==> src/common/operating_mode_code_strap_map.vh <==
// register map and field layout of the operating mode strap block
// assumes inclusion by name from src files; definitions only
`ifndef OPERATING_MODE_CODE_STRAP_MAP_VH
`define OPERATING_MODE_CODE_STRAP_MAP_VH

// extended register indices; byte address is four times the index
`define STRAP_STATUS_IDX      9'h06e
`define OPERATING_MODE_CODE_CONFIG_IDX     9'h1df
`define REG_ADDR_W            11

// field layout
`define MODE_CODE_LSB         0
`define MODE_CODE_MSB         2
`define CFG_OVERRIDE_BIT      15
`define CONFIG_RESET          16'h0000
`define UNMAPPED_READ         32'h0000_0000

// mode codes
`define MODE_RGMII_COPPER     3'h0
`define MODE_RGMII_1000X      3'h1
`define MODE_RGMII_100FX      3'h2
`define MODE_RGMII_SGMII      3'h3
`define MODE_1000T_1000X      3'h4
`define MODE_100TX_100FX      3'h5
`define MODE_SGMII_COPPER     3'h6
`define MODE_BOUNDARY_SCAN    3'h7

`endif

==> src/operating_mode_strap_select.v <==
// operating mode selection from three boot straps with software override
// assumes straps synchronous to i_clock and stable while reset is released;
// registers reached as extended space over an avalon-mm slave port
//
// Overview of operation
// - three straps form the mode code
// - mode code decodes to eight modes
// - latched strap code readable in status register
// - status register ignores writes entirely
// - config write overrides strapped mode code
// - both registers live in extended space
//
// The Avalon-MM interface to the registers was chosen for this implementation.
`timescale 1ns/1ps
`include "operating_mode_code_strap_map.vh"

module operating_mode_strap_select (
    input  wire                   i_clock,
    input  wire                   i_rst,
    input  wire                   i_gpio1_strap,
    input  wire                   i_receive_bit3_pin,
    input  wire                   i_receive_bit2_pin,
    input  wire [`REG_ADDR_W-1:0] i_avs_address,
    input  wire                   i_avs_read,
    input  wire                   i_avs_write,
    input  wire [31:0]            i_avs_writedata,
    input  wire [3:0]             i_avs_byteenable,
    output reg  [31:0]            o_avs_readdata,
    output reg                    o_avs_waitrequest,
    output reg  [2:0]             o_operating_mode_code,
    output reg  [7:0]             o_mode_onehot
);

    reg        latch_pending_r;
    reg [2:0]  strap_code_r;
    reg [15:0] config_r;
    reg        done_r;

    wire [2:0] strap_raw;
    wire [8:0] word_idx;
    wire       is_status;
    wire       is_config;
    wire       req;
    reg  [2:0] mode_nxt;
    reg  [7:0] onehot_nxt;
    reg [31:0] rdata_nxt;
    reg [15:0] config_nxt;

    assign strap_raw = {i_receive_bit2_pin, i_receive_bit3_pin, i_gpio1_strap};
    assign word_idx  = i_avs_address[10:2];
    // extended space only: nothing else in this block is addressable
    assign is_status = (word_idx == `STRAP_STATUS_IDX);
    assign is_config = (word_idx == `OPERATING_MODE_CODE_CONFIG_IDX);
    assign req       = (i_avs_read | i_avs_write) & ~done_r;

    // first clock after release takes the straps; board must not drive them
    always @(posedge i_clock) begin
        if (i_rst) begin
            latch_pending_r <= 1'b1;
            strap_code_r    <= 3'h0;
        end else if (latch_pending_r) begin
            latch_pending_r <= 1'b0;
            strap_code_r    <= strap_raw;
        end
    end

    always @* begin
        config_nxt = config_r;
        if (req && i_avs_write && is_config) begin
            if (i_avs_byteenable[0])
                config_nxt[7:0] = i_avs_writedata[7:0];
            if (i_avs_byteenable[1])
                config_nxt[15:8] = i_avs_writedata[15:8];
            // any config write arms the override, so software need not know bit 15
            config_nxt[`CFG_OVERRIDE_BIT] = 1'b1;
        end
    end

    always @* begin
        if (config_r[`CFG_OVERRIDE_BIT])
            mode_nxt = config_r[`MODE_CODE_MSB:`MODE_CODE_LSB];
        else if (latch_pending_r)
            mode_nxt = strap_raw;
        else
            mode_nxt = strap_code_r;
    end

    genvar g;
    generate
        for (g = 0; g < 8; g = g + 1) begin : g_decode
            // genvar cannot be part-selected; a sized copy keeps the compare 3 bits wide
            localparam [2:0] dec_code = g;
            always @* begin
                onehot_nxt[g] = (mode_nxt == dec_code);
            end
        end
    endgenerate

    always @* begin
        rdata_nxt = `UNMAPPED_READ;
        if (is_status)
            rdata_nxt = {29'h0000_0000, strap_code_r};
        else if (is_config)
            rdata_nxt = {16'h0000, config_r};
    end

    // one wait cycle per access so read data come from a flip-flop
    always @(posedge i_clock) begin
        if (i_rst) begin
            config_r              <= `CONFIG_RESET;
            done_r                <= 1'b0;
            o_avs_waitrequest     <= 1'b1;
            o_avs_readdata        <= `UNMAPPED_READ;
            o_operating_mode_code <= `MODE_RGMII_COPPER;
            o_mode_onehot         <= 8'h01;
        end else begin
            // writes to the status index fall through untouched
            config_r              <= config_nxt;
            done_r                <= req;
            o_avs_waitrequest     <= ~req;
            o_operating_mode_code <= mode_nxt;
            o_mode_onehot         <= onehot_nxt;
            if (req && i_avs_read)
                o_avs_readdata <= rdata_nxt;
        end
    end

endmodule
==> config.mk <==
export PLATFORM = sky130hd
export DESIGN_NAME = operating_mode_strap_select
export DESIGN_NICKNAME = d
export VERILOG_FILES = /design/src/operating_mode_strap_select.v
export VERILOG_INCLUDE_DIRS = /design/src /design/src/common
export SDC_FILE = /design/constraint.sdc
export NUM_CORES = 1
export LEC_CHECK = 0
export ABC_AREA = 1
export BUFFER_PORTS_ARGS = -buffer_cell sky130_fd_sc_hd__buf_2
export CAP_MARGIN = 15
export CELL_PAD_IN_SITES_DETAIL_PLACEMENT = 2
export CELL_PAD_IN_SITES_GLOBAL_PLACEMENT = 2
export CORE_MARGIN = 10
export CORE_UTILIZATION = 25
export DETAILED_ROUTE_END_ITERATION = 10
export PLACE_DENSITY = 0.91
export SYNTH_ARGS = -nofsm -noshare
export SYNTH_HDL_FRONTEND = slang
export SYNTH_SLANG_ARGS = --single-unit
export TNS_END_PERCENT = 10
==> constraint.sdc <==
create_clock -name i_clock -period 1.85 [get_ports i_clock]
set_clock_uncertainty 0.15 [all_clocks]
set_input_delay 0.2775 -clock i_clock [delete_from_list [all_inputs] [get_ports i_clock]]
set_output_delay 0.2775 -clock i_clock [all_outputs]
set_load 0.01 [all_outputs]
==> results of run 1 <==
## registers in the layout (all words and copies together) (netlist names)
signal / cells
config_r: 16
o_avs_readdata: 16
o_mode_onehot: 8
o_operating_mode_code: 3
strap_code_r: 3
done_r: 1
latch_pending_r: 1
o_avs_waitrequest: 1
## area by class of cell
class | count | share of cell area [%]
Multi-Input combinational cell | 185 | 32.8
Sequential cell | 49 | 39.3
Clock inverter | 3 | 1.90
Clock buffer | 5 | 2.75
Inverter | 35 | 5.26
Tap cell | 102 | 5.11
Timing Repair Buffer | 63 | 12.9
## worst max-delay path, delay by kind of cell, from the launching register on
family | cells | cell delay (ns)
AND/OR/NAND/NOR | 5 | 0.78
buffers and inverters | 1 | 0.10
flip-flops | 1 | 0.34
## path summary, 6_finish.rpt
kind	start	to	slack, ns	cells after the start
max	done_r	config_r[1]	0.38	6
min	i_rst	latch_pending_r	0.09	1
max reg2reg	done_r	config_r[1]	0.38	6
min reg2reg	config_r[3]	o_avs_readdata[3]	0.33	2
## synthesized netlist by cell type (all sizes together)
cell,instances
nor2,59
a21oi,16
nand4,4
o21ai,19
clkbuf,7
nand3,19
nand2,51
conb,1
inv,35
dfxtp,49
nor3b,1
buf,20
## routing by layer
layer / vias up / GRT usage, % / part of all wire, %
met4: 0 / 3.37 / 1.2
met5: - / 0 / 0
met1: 867 / 11.1 / 42
met3: 6 / 3.40 / 5.5
met2: 49 / 19.1 / 52
li1: 950 / - / -
## cells by family after synthesis
logic type      count (synthesis)  synth area share [%]
simple gates                  134                  28.4
compound gates                 35                  8.54
other cells                     1                 0.183
buf+inv                        62                  15.1
flops                          49                  47.8
## power by group
group,switching (mW),internal [mW]
Sequential,0.0218,1.10
Combinational,0.171,0.0923
Clock,0.379,0.413
==> results.json, run 1 <==
{
  "placed_cell_area_sq_mm": 0.00238,
  "avgViaCountPerCell": 4.24,
  "syn_inst": 281,
  "ctsHtreeMaxLevel": 2,
  "synth_top_area_cell": "dfxtp_1",
  "layout_commonest_cell": "buf_2",
  "routedWlPerCell_um": 14.9,
  "period_share_pct": 79.7,
  "peakVddDrop_uv": 262,
  "cts_hold_buf": 0,
  "endpoint_kind": "flip-flop",
  "vias": 1872,
  "fin_util_pct": 31.8,
  "fin_hold_ws_ns": 0.0884,
  "drtIter0Drc": 91,
  "cp.required_ns": 1.90,
  "crit_top_cell": "nor2_1",
  "fin_ws_ns": 0.376,
  "dp.cells": 434,
  "ys_types": 21,
  "firstDrtPassIters": 2,
  "hold_path.class": "in2reg",
  "final_cell_area_sq_mm": 0.00250,
  "crit_path_start_kind": "flip-flop",
  "die_area_sq_mm": 0.0122,
  "hold_violations": 0,
  "status": "finished, final reports clean",
  "layout_common_cells": "buf_2 (60), nor2_1 (52), nand2_1 (51)",
  "crit_fanout": 15,
  "post-place-ws_ns": 0.254,
  "ctsRootBufferMaster": "clkbuf_8",
  "antennaDiodeCount": 0,
  "drc_errors": 0,
  "syn_area_per_cell_sq_um": 7.30,
  "final_max_slew_viol_count": 0,
  "tritoncts": "built",
  "cpMaxStageDelayCell": "dfxtp_1",
  "track_usage_pct": 10.5,
  "place.gp.congestion": 0.685,
  "synth_top_cell_area_share_pct": 47.8,
  "fin_cells": 442,
  "fp.dieH_um": 111,
  "final.min_clock_period_ns": 1.47,
  "cpPeakStageDelay_ns": 0.34,
  "synth_seq_area_share_pct": 47.8,
  "grt_pass1_wl_mm": 10.8,
  "yosysWarnings": 0,
  "leakagePower_nw": 1.24,
  "num_rows": 32,
  "clkSinkCount": 49,
  "post_cts.resized_instances": 0,
  "drive_above_1_share_pct": 23.8,
  "crit_type": "reg2reg",
  "multi_input_area_sq_um": 820,
  "clock_latency_ns": 0.31,
  "initial_core_util_pct": 26.1,
  "n_fill_cell": 952,
  "grt_max_degree": 33,
  "finish.net_count": 393,
  "max_freq_ghz": 0.678,
  "powerDensity_mw_per_mm2": 871,
  "dieWidth_um": 111,
  "setup_viol_count_final": 0,
  "yosys-top-cells-area": "dfxtp_1 (48%), nor2_1 (9.7%), nand2_1 (9.3%)",
  "total_power_mw": 2.18,
  "cts_buffers": 5,
  "dp_hpwl_mm": 5.10,
  "grt_remaining_overflow": 0,
  "final-seq-area_sq_um": 981,
  "clkTransAtPathRegs_ns": 0.09,
  "wl_mm": 6.57,
  "drv_cap": 0,
  "core_region_area_sq_mm": 0.00785,
  "syn_area_sq_mm": 0.00205,
  "crit_arrival_ns": 1.53,
  "post_cts_buffers": 0,
  "numPortBuffers": 60,
  "antenna_found_initial": 0,
  "grt_pass1_vias": 2113,
  "tns_ns": 0,
  "synth_seq_cells": 49,
  "area_growth_pct": 21.8,
  "clockBufferDepth": 2,
  "rsz0062_at_grt": "false",
  "crit_chain": "nor2_1 > inv_1 > nor2_4 > nand3_1 > nand2_1 > nor2_1",
  "io_pins": 98,
  "antenna_left": 0
}
No activity file was read; power rests on OpenSTA's default activity.
==> inputs of run 2 (changes only) <==
--- a/config.mk
+++ b/config.mk
@@ -12,9 +12,9 @@
 export CELL_PAD_IN_SITES_DETAIL_PLACEMENT = 2
 export CELL_PAD_IN_SITES_GLOBAL_PLACEMENT = 2
 export CORE_MARGIN = 10
-export CORE_UTILIZATION = 25
+export CORE_UTILIZATION = 21
 export DETAILED_ROUTE_END_ITERATION = 10
-export PLACE_DENSITY = 0.91
+export PLACE_DENSITY = 0.82
 export SYNTH_ARGS = -nofsm -noshare
 export SYNTH_HDL_FRONTEND = slang
 export SYNTH_SLANG_ARGS = --single-unit
==> constraint.sdc (replaced) <==
create_clock -name i_clock -period 1.29 [get_ports i_clock]
set_clock_uncertainty 0.15 [all_clocks]
set_input_delay 0.1935 -clock i_clock [delete_from_list [all_inputs] [get_ports i_clock]]
set_output_delay 0.1935 -clock i_clock [all_outputs]
set_load 0.01 [all_outputs]
==> run 2 against run 1 <==
Clock power grew 66%. Via count up 0.96%. Hold slack worse by 0.048 ns. Cell count rose by 9.7%. Sequential cell count stayed put. Fmax rose by 16%. Global-route usage decreased by 1.7 points. Non-clock buffer count up 12. Critical endpoint is now o_avs_readdata[2]. Largest power group unchanged.
==> results.json, run 2 (synthesis results as in run 1) <==
{
  "numPortBuffers": 60,
  "cp.required_ns": 1.35,
  "clkTransAtPathRegs_ns": 0.09,
  "reg2reg_to": "o_avs_readdata[2]",
  "fp.dieH_um": 119,
  "grt_remaining_overflow": 0,
  "crit_start": "done_r",
  "clkPwrFrac_pct": 38.3,
  "drtIter0Drc": 33,
  "ctsHtreeMaxLevel": 2,
  "reg.largest.list": "config_r: 16 flops, o_avs_readdata: 16 flops, o_mode_onehot: 8 flops",
  "grt_pass1_wl_mm": 10.4,
  "total_power_mw": 3.41,
  "area_growth_pct": 37.7,
  "switchingPower_mw": 0.849,
  "num_rows": 36,
  "grt_pass1_vias": 2105,
  "cts_buffers": 5,
  "fin_util_pct": 29.3,
  "seqPwrFrac_pct": 47.3,
  "final_max_slew_viol_count": 0,
  "dp_hpwl_mm": 5.31,
  "initial_core_util_pct": 21.3,
  "place.gp.congestion": 0.745,
  "crit_fanout": 16,
  "crit_path_start_kind": "flip-flop",
  "io_pins": 98,
  "powerDensity_mw_per_mm2": 1210,
  "avgViaCountPerCell": 3.90,
  "routedWlPerCell_um": 14.2,
  "die_area_sq_mm": 0.0141,
  "hold_violations": 0,
  "setup_viol_count_final": 0,
  "clock_latency_ns": 0.30,
  "drc_errors": 0,
  "core_region_area_sq_mm": 0.00964,
  "leakagePower_nw": 1.35,
  "antennaDiodeCount": 0,
  "clockBufferDepth": 2,
  "r2r_slack_ns": 0.02,
  "final.min_clock_period_ns": 1.27,
  "drive_above_1_share_pct": 33.8,
  "switching_share_pct": 24.9,
  "hold_path.class": "in2reg",
  "layout_commonest_cell": "buf_2",
  "status": "finished, final reports clean",
  "r2r-start": "done_r",
  "wl_mm": 6.88,
  "crit_end": "o_avs_readdata[2]",
  "worstRegToRegCells": 7,
  "rsz0062_at_grt": "true",
  "power.share.combinational_pct": 14.4,
  "peakVddDrop_uv": 515,
  "tritoncts": "built",
  "finish.net_count": 405,
  "track_usage_pct": 8.81,
  "period_share_pct": 98.7,
  "clkSinkCount": 49,
  "crit_arrival_ns": 1.33,
  "endpoint_kind": "flip-flop",
  "crit_type": "reg2reg",
  "max_freq_ghz": 0.785,
  "ctsRootBufferMaster": "clkbuf_8",
  "drv_cap": 0,
  "antenna_left": 0,
  "grt_max_degree": 33,
  "firstDrtPassIters": 4,
  "dieWidth_um": 119,
  "vias": 1890,
  "antenna_found_initial": 0,
  "layout_common_cells": "buf_2 (60), dfxtp_1 (47), nand2_1 (45)",
  "internal_power_mw": 2.56,
  "tns_ns": 0
}
-- run 2: worst min path at each step --
stage / from / endpoint / slack (ns) / depth (start not counted)
after floorplan: i_rst / latch_pending_r / 0.07 / 0
after global placement: config_r[15] / o_avs_readdata[15] / 0.30 / 2
after detailed placement: config_r[15] / o_avs_readdata[15] / 0.31 / 2
after CTS: i_rst / latch_pending_r / 0.04 / 2
after global routing: i_rst / latch_pending_r / 0.03 / 2
final: i_rst / latch_pending_r / 0.04 / 2
-- run 2: worst max-delay path, stage by stage (launching register included) --
cell	delay (ns)
dfxtp_2	0.35
buf_6	0.12
nor2_4	0.09
buf_6	0.13
clkbuf_16	0.17
nand3_1	0.08
nand2_1	0.07
inv_1	0.03
-- run 2: power groups by stage --
stage	registers (mW)	logic, mW	clock network [mW]
final	1.61	0.489	1.31
after global routing	1.62	0.542	1.39
after CTS	1.61	0.423	1.34
after detailed placement	1.64	0.407	0
after global placement	1.64	0.384	0
after floorplan	1.67	0.218	0
-- run 2: per-stage QoR --
step	hold slack (ns)	instance area (sq um)	worst slack (ns)	std cells
after floorplan	0.0712	2110	0.0553	296
after global placement	0.299	2520	-0.0800	473
after detailed placement	0.308	2520	-0.172	473
after CTS	0.0402	2690	-0.00825	481
after global routing	0.0348	2830	-0.0359	485
final	0.0403	2830	0.0164	485
-- run 2: layout make-up --
class / count / area, sq um
clock inverter: 3 / 68.8
clock buffer: 5 / 68.8
inverter: 35 / 131
fill: 1175 / 6810
tap: 133 / 166
multi-input combinational: 185 / 911
timing repair buffer: 75 / 493
sequential: 49 / 986
-- run 2: timing repair --
| action | CTS | global route |
|---|---|---|
| resized for setup | 17 | 36 |
| cloned | 0 | 2 |
| endpoints found under the setup margin | 24 | 31 |
| hold buffers | 0 | 0 |
| pin swaps | 5 | 5 |
| buffers inserted | 0 | 2 |
-- run 2: metal layers --
layer	wire length (um)	track usage [%]	part of all wire, %
met1	2810	9.24	41
met2	3640	16.7	53
met3	368	2.55	5.3
met4	65	2.29	0.94
met5	0	0	0
==> inputs of run 3 (changes only) <==
--- a/config.mk
+++ b/config.mk
@@ -13,8 +13,10 @@
 export CELL_PAD_IN_SITES_GLOBAL_PLACEMENT = 2
 export CORE_MARGIN = 10
 export CORE_UTILIZATION = 21
+export CTS_BUF_LIST = sky130_fd_sc_hd__clkbuf_16
 export DETAILED_ROUTE_END_ITERATION = 10
 export PLACE_DENSITY = 0.82
+export REMOVE_ABC_BUFFERS = 1
 export SYNTH_ARGS = -nofsm -noshare
 export SYNTH_HDL_FRONTEND = slang
 export SYNTH_SLANG_ARGS = --single-unit
==> run 3 against run 2 <==
The run now ends with setup timing left. Utilization grew 0.88 points. First-iteration DRC count is 79% higher. Critical path depth fell by 1. Die area did not move. Wire length increased by 2.4%. Via count up 3.5%. Critical endpoint is now o_avs_readdata[0].
==> results.json, run 3 (synthesis results as in run 1) <==
{
  "status": "finished, violations left",
  "violations": "setup timing",
  "crit_arrival_ns": 1.33,
  "switchingPower_mw": 0.852,
  "internal_power_mw": 2.49,
  "rsz0062_at_grt": "true",
  "numPortBuffers": 60,
  "track_usage_pct": 9.07,
  "final-seq-area_sq_um": 986,
  "final_max_slew_viol_count": 0,
  "tns_ns": -0.00775,
  "clockBufferDepth": 2,
  "drv_cap": 0,
  "ctsHtreeMaxLevel": 2,
  "place.gp.congestion": 0.769,
  "firstDrtPassIters": 3,
  "clkPwrFrac_pct": 36.3,
  "grt_pass1_wl_mm": 10.6,
  "crit_path_start_kind": "flip-flop",
  "die_area_sq_mm": 0.0141,
  "leakagePower_nw": 1.41,
  "grt_pass1_vias": 2142,
  "fp.dieH_um": 119,
  "period_share_pct": 100,
  "n_fill_cell": 1163,
  "grt_remaining_overflow": 0,
  "io_pins": 98,
  "num_rows": 36,
  "fin_ws_ns": -0.00544,
  "cp.required_ns": 1.32,
  "routedWlPerCell_um": 14.3,
  "fin_util_pct": 30.2,
  "crit_fanout": 8,
  "layout_commonest_cell": "buf_2",
  "fin_hold_ws_ns": 0.0209,
  "wl_mm": 7.04,
  "hold_violations": 0,
  "avgViaCountPerCell": 3.98,
  "crit_chain": "buf_6 > nor2_4 > clkbuf_16 > nand3_2 > nand2_1 > inv_1",
  "drtIter0Drc": 59,
  "final.min_clock_period_ns": 1.30,
  "peakVddDrop_uv": 495,
  "tritoncts": "built",
  "power.share.combinational_pct": 15.3,
  "antenna_left": 0,
  "cpMaxStageDelayCell": "dfxtp_2",
  "cpPeakStageDelay_ns": 0.34,
  "switching_share_pct": 25.5,
  "seqPwrFrac_pct": 48.4,
  "drive_above_1_share_pct": 34.8,
  "max_freq_ghz": 0.772,
  "finish.net_count": 413,
  "core_region_area_sq_mm": 0.00964,
  "clock_latency_ns": 0.28,
  "hold_path.class": "in2reg",
  "reg.largest.list": "config_r: 16 flops, o_avs_readdata: 16 flops, o_mode_onehot: 8 flops",
  "powerDensity_mw_per_mm2": 1150,
  "grt_max_degree": 33,
  "dieWidth_um": 119,
  "endpoint_kind": "flip-flop",
  "crit_type": "reg2reg",
  "setup_viol_count_final": 2,
  "area_growth_pct": 41.8,
  "clkTransAtPathRegs_ns": 0.06,
  "antennaDiodeCount": 0,
  "cts_buffers": 5,
  "ctsRootBufferMaster": "clkbuf_16",
  "multi_input_area_sq_um": 932,
  "final_cell_area_sq_mm": 0.00291,
  "vias": 1957,
  "initial_core_util_pct": 21.3,
  "drc_errors": 0,
  "dp_hpwl_mm": 5.01,
  "clkSinkCount": 49,
  "antenna_found_initial": 0,
  "layout_common_cells": "buf_2 (60), nor2_1 (47), dfxtp_1 (47)",
  "placed_cell_area_sq_mm": 0.00260
}
## run 3: through the flow
stage / std cells / setup WS (ns) / total power [mW]
after floorplan: 269 / -0.443 / 1.83
after global placement: 482 / -0.117 / 2.05
after detailed placement: 482 / -0.236 / 2.07
after CTS: 490 / -0.00254 / 3.32
after global routing: 492 / -0.0696 / 3.54
final: 492 / -0.00544 / 3.34
## run 3: critical path, delay by kind of cell, from the launching register on
| kind | cells | cell delay, ns |
|---|---|---|
| flops | 1 | 0.34 |
| simple gates | 3 | 0.35 |
| buf+inv | 3 | 0.36 |
## run 3: power groups by stage
stage / combinational, mW / sequential [mW] / clock, mW
2_1_floorplan: 0.165 / 1.67 / 0
3_3_place_gp: 0.410 / 1.64 / 0
3_5_place_dp: 0.429 / 1.64 / 0
4_1_cts: 0.443 / 1.61 / 1.26
5_1_grt: 0.570 / 1.62 / 1.34
6_report: 0.511 / 1.62 / 1.21
## run 3: timing repair
action                     CTS  global route
pin swaps                    5             9
gates cloned                 0             2
resized for setup           13            39
buffers inserted             1             0
setup endpoints to repair   25            37
hold buffers                 0             0
## run 3: layer usage
layer	track usage, %	vias up	wire (um)
met2	16.4	46	3730
met3	3.45	2	369
met5	0	-	0
met1	9.98	918	2920
met4	1.60	0	17
li1	-	991	-
## run 3: path summary, 6_finish.rpt
| check | from | to | slack [ns] | depth (start not counted) |
|---|---|---|---|---|
| setup / recovery | done_r | o_avs_readdata[0] | -0.005 | 6 |
| hold / removal | i_rst | o_operating_mode_code[1] | 0.02 | 2 |
| setup reg to reg | done_r | o_avs_readdata[0] | -0.005 | 6 |
| hold reg to reg | config_r[14] | o_avs_readdata[14] | 0.31 | 2 |
## run 3: final cells by class
cell class / instances / area share, %
Tap cell: 133 / 5.72
Timing Repair Buffer: 83 / 19.3
Multi-Input combinational cell: 185 / 32.0
Clock inverter: 2 / 0.258
Clock buffer: 5 / 4.30
Inverter: 35 / 4.51
Sequential cell: 49 / 33.9
